[config.mk]
export PLATFORM = sky130hd
export DESIGN_NAME = twsp_slave
export DESIGN_NICKNAME = d
export VERILOG_FILES = /design/src/twsp_pkg.sv /design/src/twsp_slave.sv
export SDC_FILE = /design/constraint.sdc
export NUM_CORES = 2
export LEC_CHECK = 0
export ABC_CLOCK_PERIOD_IN_PS = 6300
export BUFFER_PORTS_ARGS = -buffer_cell sky130_fd_sc_hd__buf_2
export CAP_MARGIN = 25
export CORE_AREA = 5 5 510 512
export DETAILED_ROUTE_END_ITERATION = 7
export DIE_AREA = 0 0 515 517
export PLACE_DENSITY = 0.53
export SYNTH_ARGS = -nofsm -noshare
export SYNTH_HDL_FRONTEND = slang
export SYNTH_SLANG_ARGS = --single-unit
export TNS_END_PERCENT = 100
[constraint.sdc]
create_clock -name core_clk -period 6.3 [get_ports core_clk]
set_clock_uncertainty 0.15 [all_clocks]
set_input_delay 1.26 -clock core_clk [delete_from_list [all_inputs] [get_ports core_clk]]
set_output_delay 1.26 -clock core_clk [all_outputs]
set_load 0.03 [all_outputs]
[src/twsp_pkg.sv]
// Constants, register map and carrier types for the paged two-wire slave
package twsp_pkg;

    // Clock and timing
    localparam int unsigned CLK_MHZ           = 100;
    localparam int unsigned CLK_KHZ           = 100_000;
    localparam int unsigned IDLE_TIMEOUT_MS   = 35;
    localparam int unsigned IDLE_TIMEOUT_CYC  = IDLE_TIMEOUT_MS * CLK_KHZ;
    localparam int unsigned STD_HOLD_NS       = 300;
    localparam int unsigned HS_HOLD_NS        = 20;
    localparam int unsigned STD_HOLD_CYC      = (STD_HOLD_NS * CLK_MHZ / 1000 < 1) ? 1 : STD_HOLD_NS * CLK_MHZ / 1000;
    localparam int unsigned HS_HOLD_CYC       = (HS_HOLD_NS * CLK_MHZ / 1000 < 1) ? 1 : HS_HOLD_NS * CLK_MHZ / 1000;
    localparam logic [4:0]  STD_HOLD_LD       = 5'(STD_HOLD_CYC);
    localparam logic [4:0]  HS_HOLD_LD        = 5'(HS_HOLD_CYC);
    localparam logic [3:0]  STUCK_PULSES      = 4'h9;

    // Two-wire protocol values
    localparam logic [7:0]  SLAVE_ADDR_DEFAULT = 8'hB0;
    localparam logic [4:0]  HS_MASTER_CODE     = 5'b0_0001;
    localparam logic [7:0]  PAGE0_VALUE        = 8'h00;
    localparam logic [7:0]  PAGE2_VALUE        = 8'h02;
    localparam logic [7:0]  PAGE_SEL_ADDR      = 8'h00;
    localparam logic [7:0]  REG_TOP_ADDR       = 8'h7F;

    // APB map
    localparam int unsigned APB_AW        = 12;
    localparam logic [11:0] CTRL_OFFSET   = 12'h000;
    localparam logic [11:0] ADDR_OFFSET   = 12'h004;
    localparam logic [11:0] STATUS_OFFSET = 12'h008;

    // Control field positions and reset values
    localparam int unsigned CTRL_IF_EN_BIT    = 0;
    localparam int unsigned CTRL_TO_EN_BIT    = 1;
    localparam int unsigned CTRL_HS_CONT_BIT  = 2;
    localparam int unsigned CTRL_AUTO_RET_BIT = 3;
    localparam int unsigned CTRL_WR_MODE_BIT  = 4;
    localparam logic [4:0]  CTRL_RESET        = 5'h03;

    // Status field positions
    localparam int unsigned STAT_BUSY_BIT  = 0;
    localparam int unsigned STAT_HS_BIT    = 1;
    localparam int unsigned STAT_PAGE_BIT  = 2;
    localparam int unsigned STAT_DRIVE_BIT = 3;

    typedef struct packed {
        logic write_mode;
        logic page_auto_return;
        logic continuous_high_speed_ctrl;
        logic bus_idle_timeout_ctrl;
        logic if_enable;
    } twsp_ctrl_t;

    typedef struct packed {
        logic scl;
        logic sda;
    } twsp_lines_t;

    typedef enum logic [3:0] {
        ST_IDLE      = 4'b0000,
        ST_ADDR      = 4'b0001,
        ST_ADDR_ACK  = 4'b0011,
        ST_REG       = 4'b0010,
        ST_REG_ACK   = 4'b0110,
        ST_WDATA     = 4'b0111,
        ST_WDATA_ACK = 4'b0101,
        ST_TX        = 4'b0100,
        ST_TX_ACK    = 4'b1100,
        ST_IGNORE    = 4'b1101
    } twsp_state_t;

endpackage

[src/twsp_slave.sv]
// Two-wire register slave with two register pages and an APB control port
//
// Design decisions made here: the register addresses and the APB slave port.
`timescale 1ns/10ps
module twsp_slave
    import twsp_pkg::*;
#(
    parameter int unsigned IDLE_TIMEOUT_CYCLES = IDLE_TIMEOUT_CYC
) (
    input  wire logic              core_clk,
    input  wire logic              rstn,
    input  wire logic              scl_in,
    input  wire logic              sda_in,
    output logic                   sda_out,
    output logic                   sda_oe,
    input  wire logic              psel,
    input  wire logic              penable,
    input  wire logic              pwrite,
    input  wire logic [APB_AW-1:0] paddr,
    input  wire logic [31:0]       pwdata,
    output logic [31:0]            prdata,
    output logic                   pready,
    output logic                   pslverr
);

    ////////////////////////////////////////////////////////////////////////////
    // Line synchronisers and glitch filter

    twsp_lines_t sync1_reg, sync2_reg, sync3_reg;
    twsp_lines_t filt_reg, filt_next, filt_q_reg;

    always_comb begin
        filt_next = filt_reg;
        if (sync2_reg.scl == sync3_reg.scl) filt_next.scl = sync2_reg.scl;
        if (sync2_reg.sda == sync3_reg.sda) filt_next.sda = sync2_reg.sda;
    end

    always_ff @(posedge core_clk or negedge rstn) begin
        if (!rstn) begin
            sync1_reg  <= '{scl: 1'b1, sda: 1'b1};
            sync2_reg  <= '{scl: 1'b1, sda: 1'b1};
            sync3_reg  <= '{scl: 1'b1, sda: 1'b1};
            filt_reg   <= '{scl: 1'b1, sda: 1'b1};
            filt_q_reg <= '{scl: 1'b1, sda: 1'b1};
        end else begin
            sync1_reg  <= '{scl: scl_in, sda: sda_in};
            sync2_reg  <= sync1_reg;
            sync3_reg  <= sync2_reg;
            filt_reg   <= filt_next;
            filt_q_reg <= filt_reg;
        end
    end

    logic scl_rise, scl_fall, start_evt, stop_evt;
    assign scl_rise  = filt_reg.scl & ~filt_q_reg.scl;
    assign scl_fall  = ~filt_reg.scl & filt_q_reg.scl;
    assign start_evt = filt_reg.scl & filt_q_reg.scl & ~filt_reg.sda & filt_q_reg.sda;
    assign stop_evt  = filt_reg.scl & filt_q_reg.scl & filt_reg.sda & ~filt_q_reg.sda;

    ////////////////////////////////////////////////////////////////////////////
    // APB control port

    twsp_ctrl_t ctrl_reg, ctrl_next;
    logic [7:0] base_reg, base_next;
    logic       base_wr_reg, base_wr_next;
    logic [31:0] prdata_next;
    logic       pready_next, pslverr_next;
    logic [31:0] status_word;

    twsp_state_t st_reg, st_next;
    logic [7:0]  page_reg, page_next;
    logic        hs_reg, hs_next;

    assign status_word = {28'h000_0000, sda_oe, page_reg[1], hs_reg, st_reg != ST_IDLE};

    always_comb begin
        ctrl_next    = ctrl_reg;
        base_next    = base_reg;
        base_wr_next = base_wr_reg;
        prdata_next  = prdata;
        pslverr_next = 1'b0;
        // Zero wait states: answer is prepared during the setup cycle
        pready_next  = psel & ~penable;
        if (psel && !penable) begin
            case (paddr)
                CTRL_OFFSET:   prdata_next = {27'h000_0000, ctrl_reg};
                ADDR_OFFSET:   prdata_next = {24'h00_0000, base_reg};
                STATUS_OFFSET: prdata_next = status_word;
                default: begin
                    prdata_next  = 32'h0000_0000;
                    pslverr_next = 1'b1;
                end
            endcase
        end
        if (psel && penable && pready && pwrite) begin
            case (paddr)
                CTRL_OFFSET: ctrl_next = pwdata[4:0];
                ADDR_OFFSET: begin
                    base_next    = pwdata[7:0];
                    base_wr_next = 1'b1;
                end
                default: ;
            endcase
        end
    end

    always_ff @(posedge core_clk or negedge rstn) begin
        if (!rstn) begin
            ctrl_reg    <= CTRL_RESET;
            base_reg    <= SLAVE_ADDR_DEFAULT;
            base_wr_reg <= 1'b0;
            prdata      <= 32'h0000_0000;
            pready      <= 1'b0;
            pslverr     <= 1'b0;
        end else begin
            ctrl_reg    <= ctrl_next;
            base_reg    <= base_next;
            base_wr_reg <= base_wr_next;
            prdata      <= prdata_next;
            pready      <= pready_next;
            pslverr     <= pslverr_next;
        end
    end

    ////////////////////////////////////////////////////////////////////////////
    // Register pages

    logic [7:0] mem [0:255];
    logic       mem_we;
    logic [7:0] mem_idx, mem_wdata;
    logic [7:0] ptr_reg, ptr_next;
    logic       ptr_exists;
    logic [7:0] rd_byte;

    // Only the lower half of each page is populated
    assign ptr_exists = (ptr_reg != PAGE_SEL_ADDR) && (ptr_reg <= REG_TOP_ADDR);

    always_comb begin
        if (ptr_reg == PAGE_SEL_ADDR) rd_byte = page_reg;
        else if (ptr_exists)          rd_byte = mem[{page_reg[1], ptr_reg[6:0]}];
        else                          rd_byte = 8'h00;
    end

    always_ff @(posedge core_clk or negedge rstn) begin
        if (!rstn) begin
            for (int i = 0; i < 256; i++) mem[i] <= 8'h00;
        end else if (mem_we) begin
            mem[mem_idx] <= mem_wdata;
        end
    end

    ////////////////////////////////////////////////////////////////////////////
    // Protocol engine

    logic [3:0]  bitcnt_reg, bitcnt_next;
    logic [7:0]  shift_reg, shift_next;
    logic [7:0]  txsh_reg, txsh_next;
    logic        rw_reg, rw_next;
    logic        first_reg, first_next;
    logic        drv_reg, drv_next;
    logic        mack_reg, mack_next;
    logic [1:0]  rev_reg, rev_next;
    logic [3:0]  stuck_reg, stuck_next;
    logic [21:0] idle_cnt_reg, idle_cnt_next;
    logic [4:0]  hold_reg, hold_next;
    logic        sda_oe_next;
    logic        abort;

    assign abort = !ctrl_reg.if_enable
                 || (stuck_reg == STUCK_PULSES)
                 || (ctrl_reg.bus_idle_timeout_ctrl
                     && idle_cnt_reg == 22'(IDLE_TIMEOUT_CYCLES - 1));

    always_comb begin
        st_next       = st_reg;
        bitcnt_next   = bitcnt_reg;
        shift_next    = shift_reg;
        txsh_next     = txsh_reg;
        ptr_next      = ptr_reg;
        page_next     = page_reg;
        rw_next       = rw_reg;
        first_next    = first_reg;
        hs_next       = hs_reg | ctrl_reg.continuous_high_speed_ctrl;
        drv_next      = drv_reg;
        mack_next     = mack_reg;
        rev_next      = rev_reg;
        mem_we        = 1'b0;
        mem_idx       = {page_reg[1], ptr_reg[6:0]};
        mem_wdata     = shift_reg;
        stuck_next    = stuck_reg;
        idle_cnt_next = (st_reg == ST_IDLE || scl_rise || scl_fall) ? 22'h00_0000 : 22'(idle_cnt_reg + 1'b1);
        if (scl_rise) begin
            shift_next  = {shift_reg[6:0], filt_reg.sda};
            bitcnt_next = 4'(bitcnt_reg + 1'b1);
            // Zeros we send on purpose, our own ACKs or the master's ACK are not a stuck line;
            // otherwise a zero data byte plus our ACK would look like nine stuck pulses
            if (!filt_reg.sda && !sda_oe && st_reg != ST_TX && st_reg != ST_TX_ACK) stuck_next = 4'(stuck_reg + 1'b1);
            else stuck_next = 4'h0;
            if (st_reg == ST_TX_ACK) begin
                mack_next = ~filt_reg.sda;
                if (!filt_reg.sda) ptr_next = 8'(ptr_reg + 1'b1);
            end
        end
        if (abort) begin
            st_next    = ST_IDLE;
            drv_next   = 1'b0;
            stuck_next = 4'h0;
            hs_next    = ctrl_reg.continuous_high_speed_ctrl;
        end else if (stop_evt) begin
            st_next    = ST_IDLE;
            drv_next   = 1'b0;
            stuck_next = 4'h0;
            hs_next    = ctrl_reg.continuous_high_speed_ctrl;
            if (rev_reg == 2'b01) rev_next = 2'b10;
            else if (rev_reg == 2'b10) begin
                rev_next  = 2'b00;
                page_next = PAGE0_VALUE;
            end
        end else if (start_evt) begin
            // Pointer survives a repeated START so a read follows the write
            st_next     = ST_ADDR;
            first_next  = (st_reg == ST_IDLE);
            bitcnt_next = 4'h0;
            drv_next    = 1'b0;
            stuck_next  = 4'h0;
        end else if (scl_fall) begin
            case (st_reg)
                ST_ADDR: if (bitcnt_reg == 4'h8) begin
                    first_next = 1'b0;
                    if (first_reg && shift_reg[7:3] == HS_MASTER_CODE) begin
                        hs_next = 1'b1;
                        st_next = ST_IGNORE;
                    end else if (shift_reg[7:2] == base_reg[7:2]) begin
                        drv_next  = 1'b1;
                        st_next   = ST_ADDR_ACK;
                        rw_next   = shift_reg[0];
                        page_next = shift_reg[1] ? PAGE2_VALUE : PAGE0_VALUE;
                    end else begin
                        st_next = ST_IGNORE;
                    end
                end
                ST_ADDR_ACK: begin
                    bitcnt_next = 4'h0;
                    if (rw_reg) begin
                        txsh_next = rd_byte;
                        drv_next  = ~rd_byte[7];
                        st_next   = ST_TX;
                    end else begin
                        drv_next = 1'b0;
                        st_next  = ST_REG;
                    end
                end
                ST_REG: if (bitcnt_reg == 4'h8) begin
                    ptr_next = shift_reg;
                    drv_next = 1'b1;
                    st_next  = ST_REG_ACK;
                end
                ST_REG_ACK, ST_WDATA_ACK: begin
                    bitcnt_next = 4'h0;
                    drv_next    = 1'b0;
                    st_next     = (st_reg == ST_WDATA_ACK && ctrl_reg.write_mode) ? ST_REG : ST_WDATA;
                end
                ST_WDATA: if (bitcnt_reg == 4'h8) begin
                    if (ptr_reg == PAGE_SEL_ADDR) begin
                        page_next = {shift_reg[7:1], 1'b0};
                        rev_next  = ctrl_reg.page_auto_return ? 2'b01 : 2'b00;
                    end else if (ptr_exists) begin
                        mem_we = 1'b1;
                    end
                    if (!ctrl_reg.write_mode) ptr_next = 8'(ptr_reg + 1'b1);
                    drv_next = 1'b1;
                    st_next  = ST_WDATA_ACK;
                end
                ST_TX: begin
                    if (bitcnt_reg == 4'h8) begin
                        drv_next = 1'b0;
                        st_next  = ST_TX_ACK;
                    end else begin
                        txsh_next = {txsh_reg[6:0], 1'b0};
                        drv_next  = ~txsh_reg[6];
                    end
                end
                ST_TX_ACK: begin
                    bitcnt_next = 4'h0;
                    if (mack_reg) begin
                        txsh_next = rd_byte;
                        drv_next  = ~rd_byte[7];
                        st_next   = ST_TX;
                    end else begin
                        st_next = ST_IGNORE;
                    end
                end
                default: ;
            endcase
        end
    end

    // Output follows the wanted level after a hold delay; a long delay
    // would eat the short low phase at high speed, so it shrinks there
    always_comb begin
        hold_next   = hold_reg;
        sda_oe_next = sda_oe;
        if (scl_fall) hold_next = hs_reg ? HS_HOLD_LD : STD_HOLD_LD;
        else if (hold_reg != 5'h00) hold_next = 5'(hold_reg - 1'b1);
        if (abort || stop_evt || start_evt) begin
            sda_oe_next = 1'b0;
            hold_next   = 5'h00;
        end else if (hold_reg == 5'h01) begin
            sda_oe_next = drv_reg;
        end
    end

    always_ff @(posedge core_clk or negedge rstn) begin
        if (!rstn) begin
            st_reg       <= ST_IDLE;
            bitcnt_reg   <= 4'h0;
            shift_reg    <= 8'h00;
            txsh_reg     <= 8'h00;
            ptr_reg      <= 8'h00;
            page_reg     <= PAGE0_VALUE;
            rw_reg       <= 1'b0;
            first_reg    <= 1'b0;
            hs_reg       <= 1'b0;
            drv_reg      <= 1'b0;
            mack_reg     <= 1'b0;
            rev_reg      <= 2'b00;
            stuck_reg    <= 4'h0;
            idle_cnt_reg <= 22'h00_0000;
            hold_reg     <= 5'h00;
            sda_oe       <= 1'b0;
            sda_out      <= 1'b0;
        end else begin
            st_reg       <= st_next;
            bitcnt_reg   <= bitcnt_next;
            shift_reg    <= shift_next;
            txsh_reg     <= txsh_next;
            ptr_reg      <= ptr_next;
            page_reg     <= page_next;
            rw_reg       <= rw_next;
            first_reg    <= first_next;
            hs_reg       <= hs_next;
            drv_reg      <= drv_next;
            mack_reg     <= mack_next;
            rev_reg      <= rev_next;
            stuck_reg    <= stuck_next;
            idle_cnt_reg <= idle_cnt_next;
            hold_reg     <= hold_next;
            sda_oe       <= sda_oe_next;
            sda_out      <= 1'b0;
        end
    end
endmodule // twsp_slave

==> impl_results.md <==
* Global-route wire length before repair at ~440000 um
* Post-synthesis simple-gate area fraction at 5.652%
* Number of synthesized flops with an enable pin at 0
* Initial antenna violation count at 12
* Crit. Startpoint: ptr_reg[0]$_DFF_PN0_
* Worst hold path type: flop to flop
* Clock sinks at roughly 2200
* Synth Cell Area at about 0.1 sq mm
* Iteration count of the initial detailed-routing pass at 5
* Multi-input gate area at around 0.045 sq mm
* Synth area leaders: dfrtp_1, mux2_2, mux4_2
* CP cell instances: inv_1 > ha_1 > nor2b_1 > a31o_2 > nor4_4 > buf_4 > nand3_2 > buf_4 > nor2_2 > mux2_2
* Max_slew headroom at roughly 18%
* DIE AREA at 0.2663 sq mm
* Syn. warnings at 0
* Slew Viols, Final at 0
* Hold Buf Count CTS at 0
* Launching point of the worst reg2reg path: ptr_reg[0]$_DFF_PN0_
* Syn Area/Cell at 15.50 sq um
* Drt wl/cell at roughly 29 um
* Power, Total at approximately 30 mW
* Async SR Flop Fraction at 100.0%
* Fmax at approximately 0.2 GHz
* DR vias/cell at 5.682
* Max reg flops at roughly 2000
* Fin Hold WS at between 0.2 and 0.25 ns
* Worst vdd ir at around 270 uV
* First DRT Iteration DRCs at roughly 4200
* Sequential area share after synthesis at between 50% and 60%
* Worst-skew pair later-pin latency at roughly 0.87 ns
* Synth unique cells at 77
* Req. time, crit path at between 6 and 7 ns
* Maxcap violations at 0
* Largest family of logic cells by synthesized area: multiplexers
* Die Y at approximately 520 um
* Postcts setup bufs at 0
* Tot GR Track Use at between 20 and 25%
* Nets at approximately 6600
* Worst Setup Slack, final at roughly 1.3 ns
* Post-Synth XOR/XNOR Area at less than 1%
* Pre-CTS setup slack at around 1.4 ns
* TritonCTS clock tree: yes
* Die Span X at between 500 and 600 um
* Placer Congestion at just over 0.8
* Leakage at approximately 54 nW
* Prevailing post-synth register cell: dfrtp_1
* Crit path largest cell delay at roughly 0.67 ns
* Commonest cells after routing, fill and taps aside: dfrtp_1, mux2_2, mux4_2
* Number of global-route vias before repair at 60520
* Synth area leader: dfrtp_1
* Gate Count Post-Synth at 6543
* Fin crit period at 5.015 ns
* Fin cells at a little over 10000
* I/O Pins at 87
* Starting density of the core at ~40%
* Maximum clock insertion buffer count at 3
* Clk root buf: clkbuf_16
* # port buffers at 37
* Pin count of the biggest net entering global routing at 227
* Filler Cell Count at approximately 22000
* Layout area overhead at 11.77%
* Worst reg-to-reg path cell count at 10
* Setup_tns at 0 ns
* DR vias at ~57000
* CP Max Fanout at 16
* Routed Antenna Nets at 0
* Cell Rows at 186
* Period utilization at 79.60%
* Most common cell after layout, fill and taps aside: dfrtp_1
* Crit path max-delay cell type: dfrtp_4
* Worst-Margin Slew at 1.232 ns
* Layout cells sized above 1 at around 51%
* H-tree depth at 4
* Status: complete, no violations
* Critical Setup Path Class: flop to flop
* Synthesized flop and latch total at between 2000 and 2500
* CTS clk-pin slew, worst paths at 0.06 ns
* Core ar. at 0.2553 sq mm
* Critical Path Start Type: flop
* Final setup fails at 0
* Placed Cells incl. Taps at around 9600
* Synth Area in Adders at less than 1%
* Reg area at between 0.05 and 0.06 sq mm
* Area after DPL at 0.1054 sq mm
* R2R Path End: mem[1707]$_DFFE_PN0P_
* Hold Violations, Final at 0
* Post-DP HPWL at roughly 190000 um
* Pwr dens at 266.2 mW/mm^2
* Final design utilization at ~44%
* Inserted Clock Buffers at between 200 and 250
* Yosys top cell area share at ~53%
* Crit path to: mem[1707]$_DFFE_PN0P_
* Post-route cell area at 0.1133 sq mm
* RSZ-0062 raised after global routing: false
* WL final at approximately 290000 um
* CP Capture Type: flop
* Critical Path AT at around 5.6 ns
* Crit path top cell by count: buf_4
* Total global routing overflow at 0
* # DRC at 0
* Post_cts resized at 0
* Compound-Gate Fraction of Synth Area at under 10%
* Mux cell area share after synthesis at 36.12%
* R2R Setup Slk at between 1 and 1.5 ns
metal layers:
layer	GRT usage (%)	vias up	wire length (um)
met5	0	-	0
met4	5.839	0	8460
met3	3.879	413	14690
met2	35.67	1197	139300
met1	31.09	31520	131200
li1	-	24190	-
Yosys cell counts, types with 14 or more instances:
library cell / n
dfrtp_1: 2143
nand2_1: 154
buf_1: 35
a31oi_1: 14
nor2_2: 95
dfstp_2: 15
xnor2_1: 20
o21ai_0: 34
clkbuf_1: 361
mux2_4: 24
buf_2: 59
mux2i_1: 145
a22o_1: 17
nor2_8: 90
mux2_2: 1975
inv_1: 23
xor2_1: 27
buf_4: 51
nand3_1: 46
nand4_1: 21
nor2_4: 70
a22oi_1: 58
a21oi_1: 73
o22ai_1: 22
mux4_2: 534
nor2b_1: 21
nor2_1: 113
mux2_1: 49
nor3_1: 41
power by group:
| group | switching [mW] | internal (mW) | total [mW] |
|---|---|---|---|
| clock network | 5.86 | 8.11 | 14.0 |
| logic | 1.78 | 0.233 | 2.01 |
| registers | 0.288 | 13.9 | 14.2 |
critical path: cells and delay by family (launching register included):
family                     cells  cell delay [ns]
buffers and inverters          3             1.22
DFF                            1             0.67
muxes                          1             0.40
and+or+nand+nor                4             1.56
adders and majority gates      1             0.39
AOI/OAI and AO/OA              1             0.38
worst min-delay path by stage:
stage | to | depth (start not counted) | slack, ns | from
final | sync2_reg[0]$_DFF_PN1_ | 0 | 0.21 | sync1_reg[0]$_DFF_PN1_
after CTS | sync2_reg[0]$_DFF_PN1_ | 0 | 0.21 | sync1_reg[0]$_DFF_PN1_
after floorplan | sync2_reg[0]$_DFF_PN1_ | 0 | 0.20 | sync1_reg[0]$_DFF_PN1_
after global routing | sync2_reg[1]$_DFF_PN1_ | 0 | 0.21 | sync1_reg[1]$_DFF_PN1_
after global placement | sync2_reg[1]$_DFF_PN1_ | 0 | 0.20 | sync1_reg[1]$_DFF_PN1_
after detailed placement | sync2_reg[0]$_DFF_PN1_ | 0 | 0.20 | sync1_reg[0]$_DFF_PN1_
kinds of logic after synthesis:
group / Yosys count
muxes: 2727
buffers and inverters: 541
other: 1
xor gates and xnor gates: 47
adders and majority gates: 15
and+or+nand+nor: 753
AOI/OAI and AO/OA: 301
DFF: 2158
layout make-up:
| class | count | area share, % |
|---|---|---|
| well taps | 3384 | 3.736 |
| inverters | 24 | 0.08610 |
| diodes | 4 | 0.008831 |
| flip-flops and latches | 2158 | 47.70 |
| repair buffers | 215 | 1.669 |
| clock inverters | 64 | 0.6634 |
| clock buffers | 370 | 6.281 |
| multi-input cells | 3868 | 39.85 |
Power figures use the tool's default switching activity.
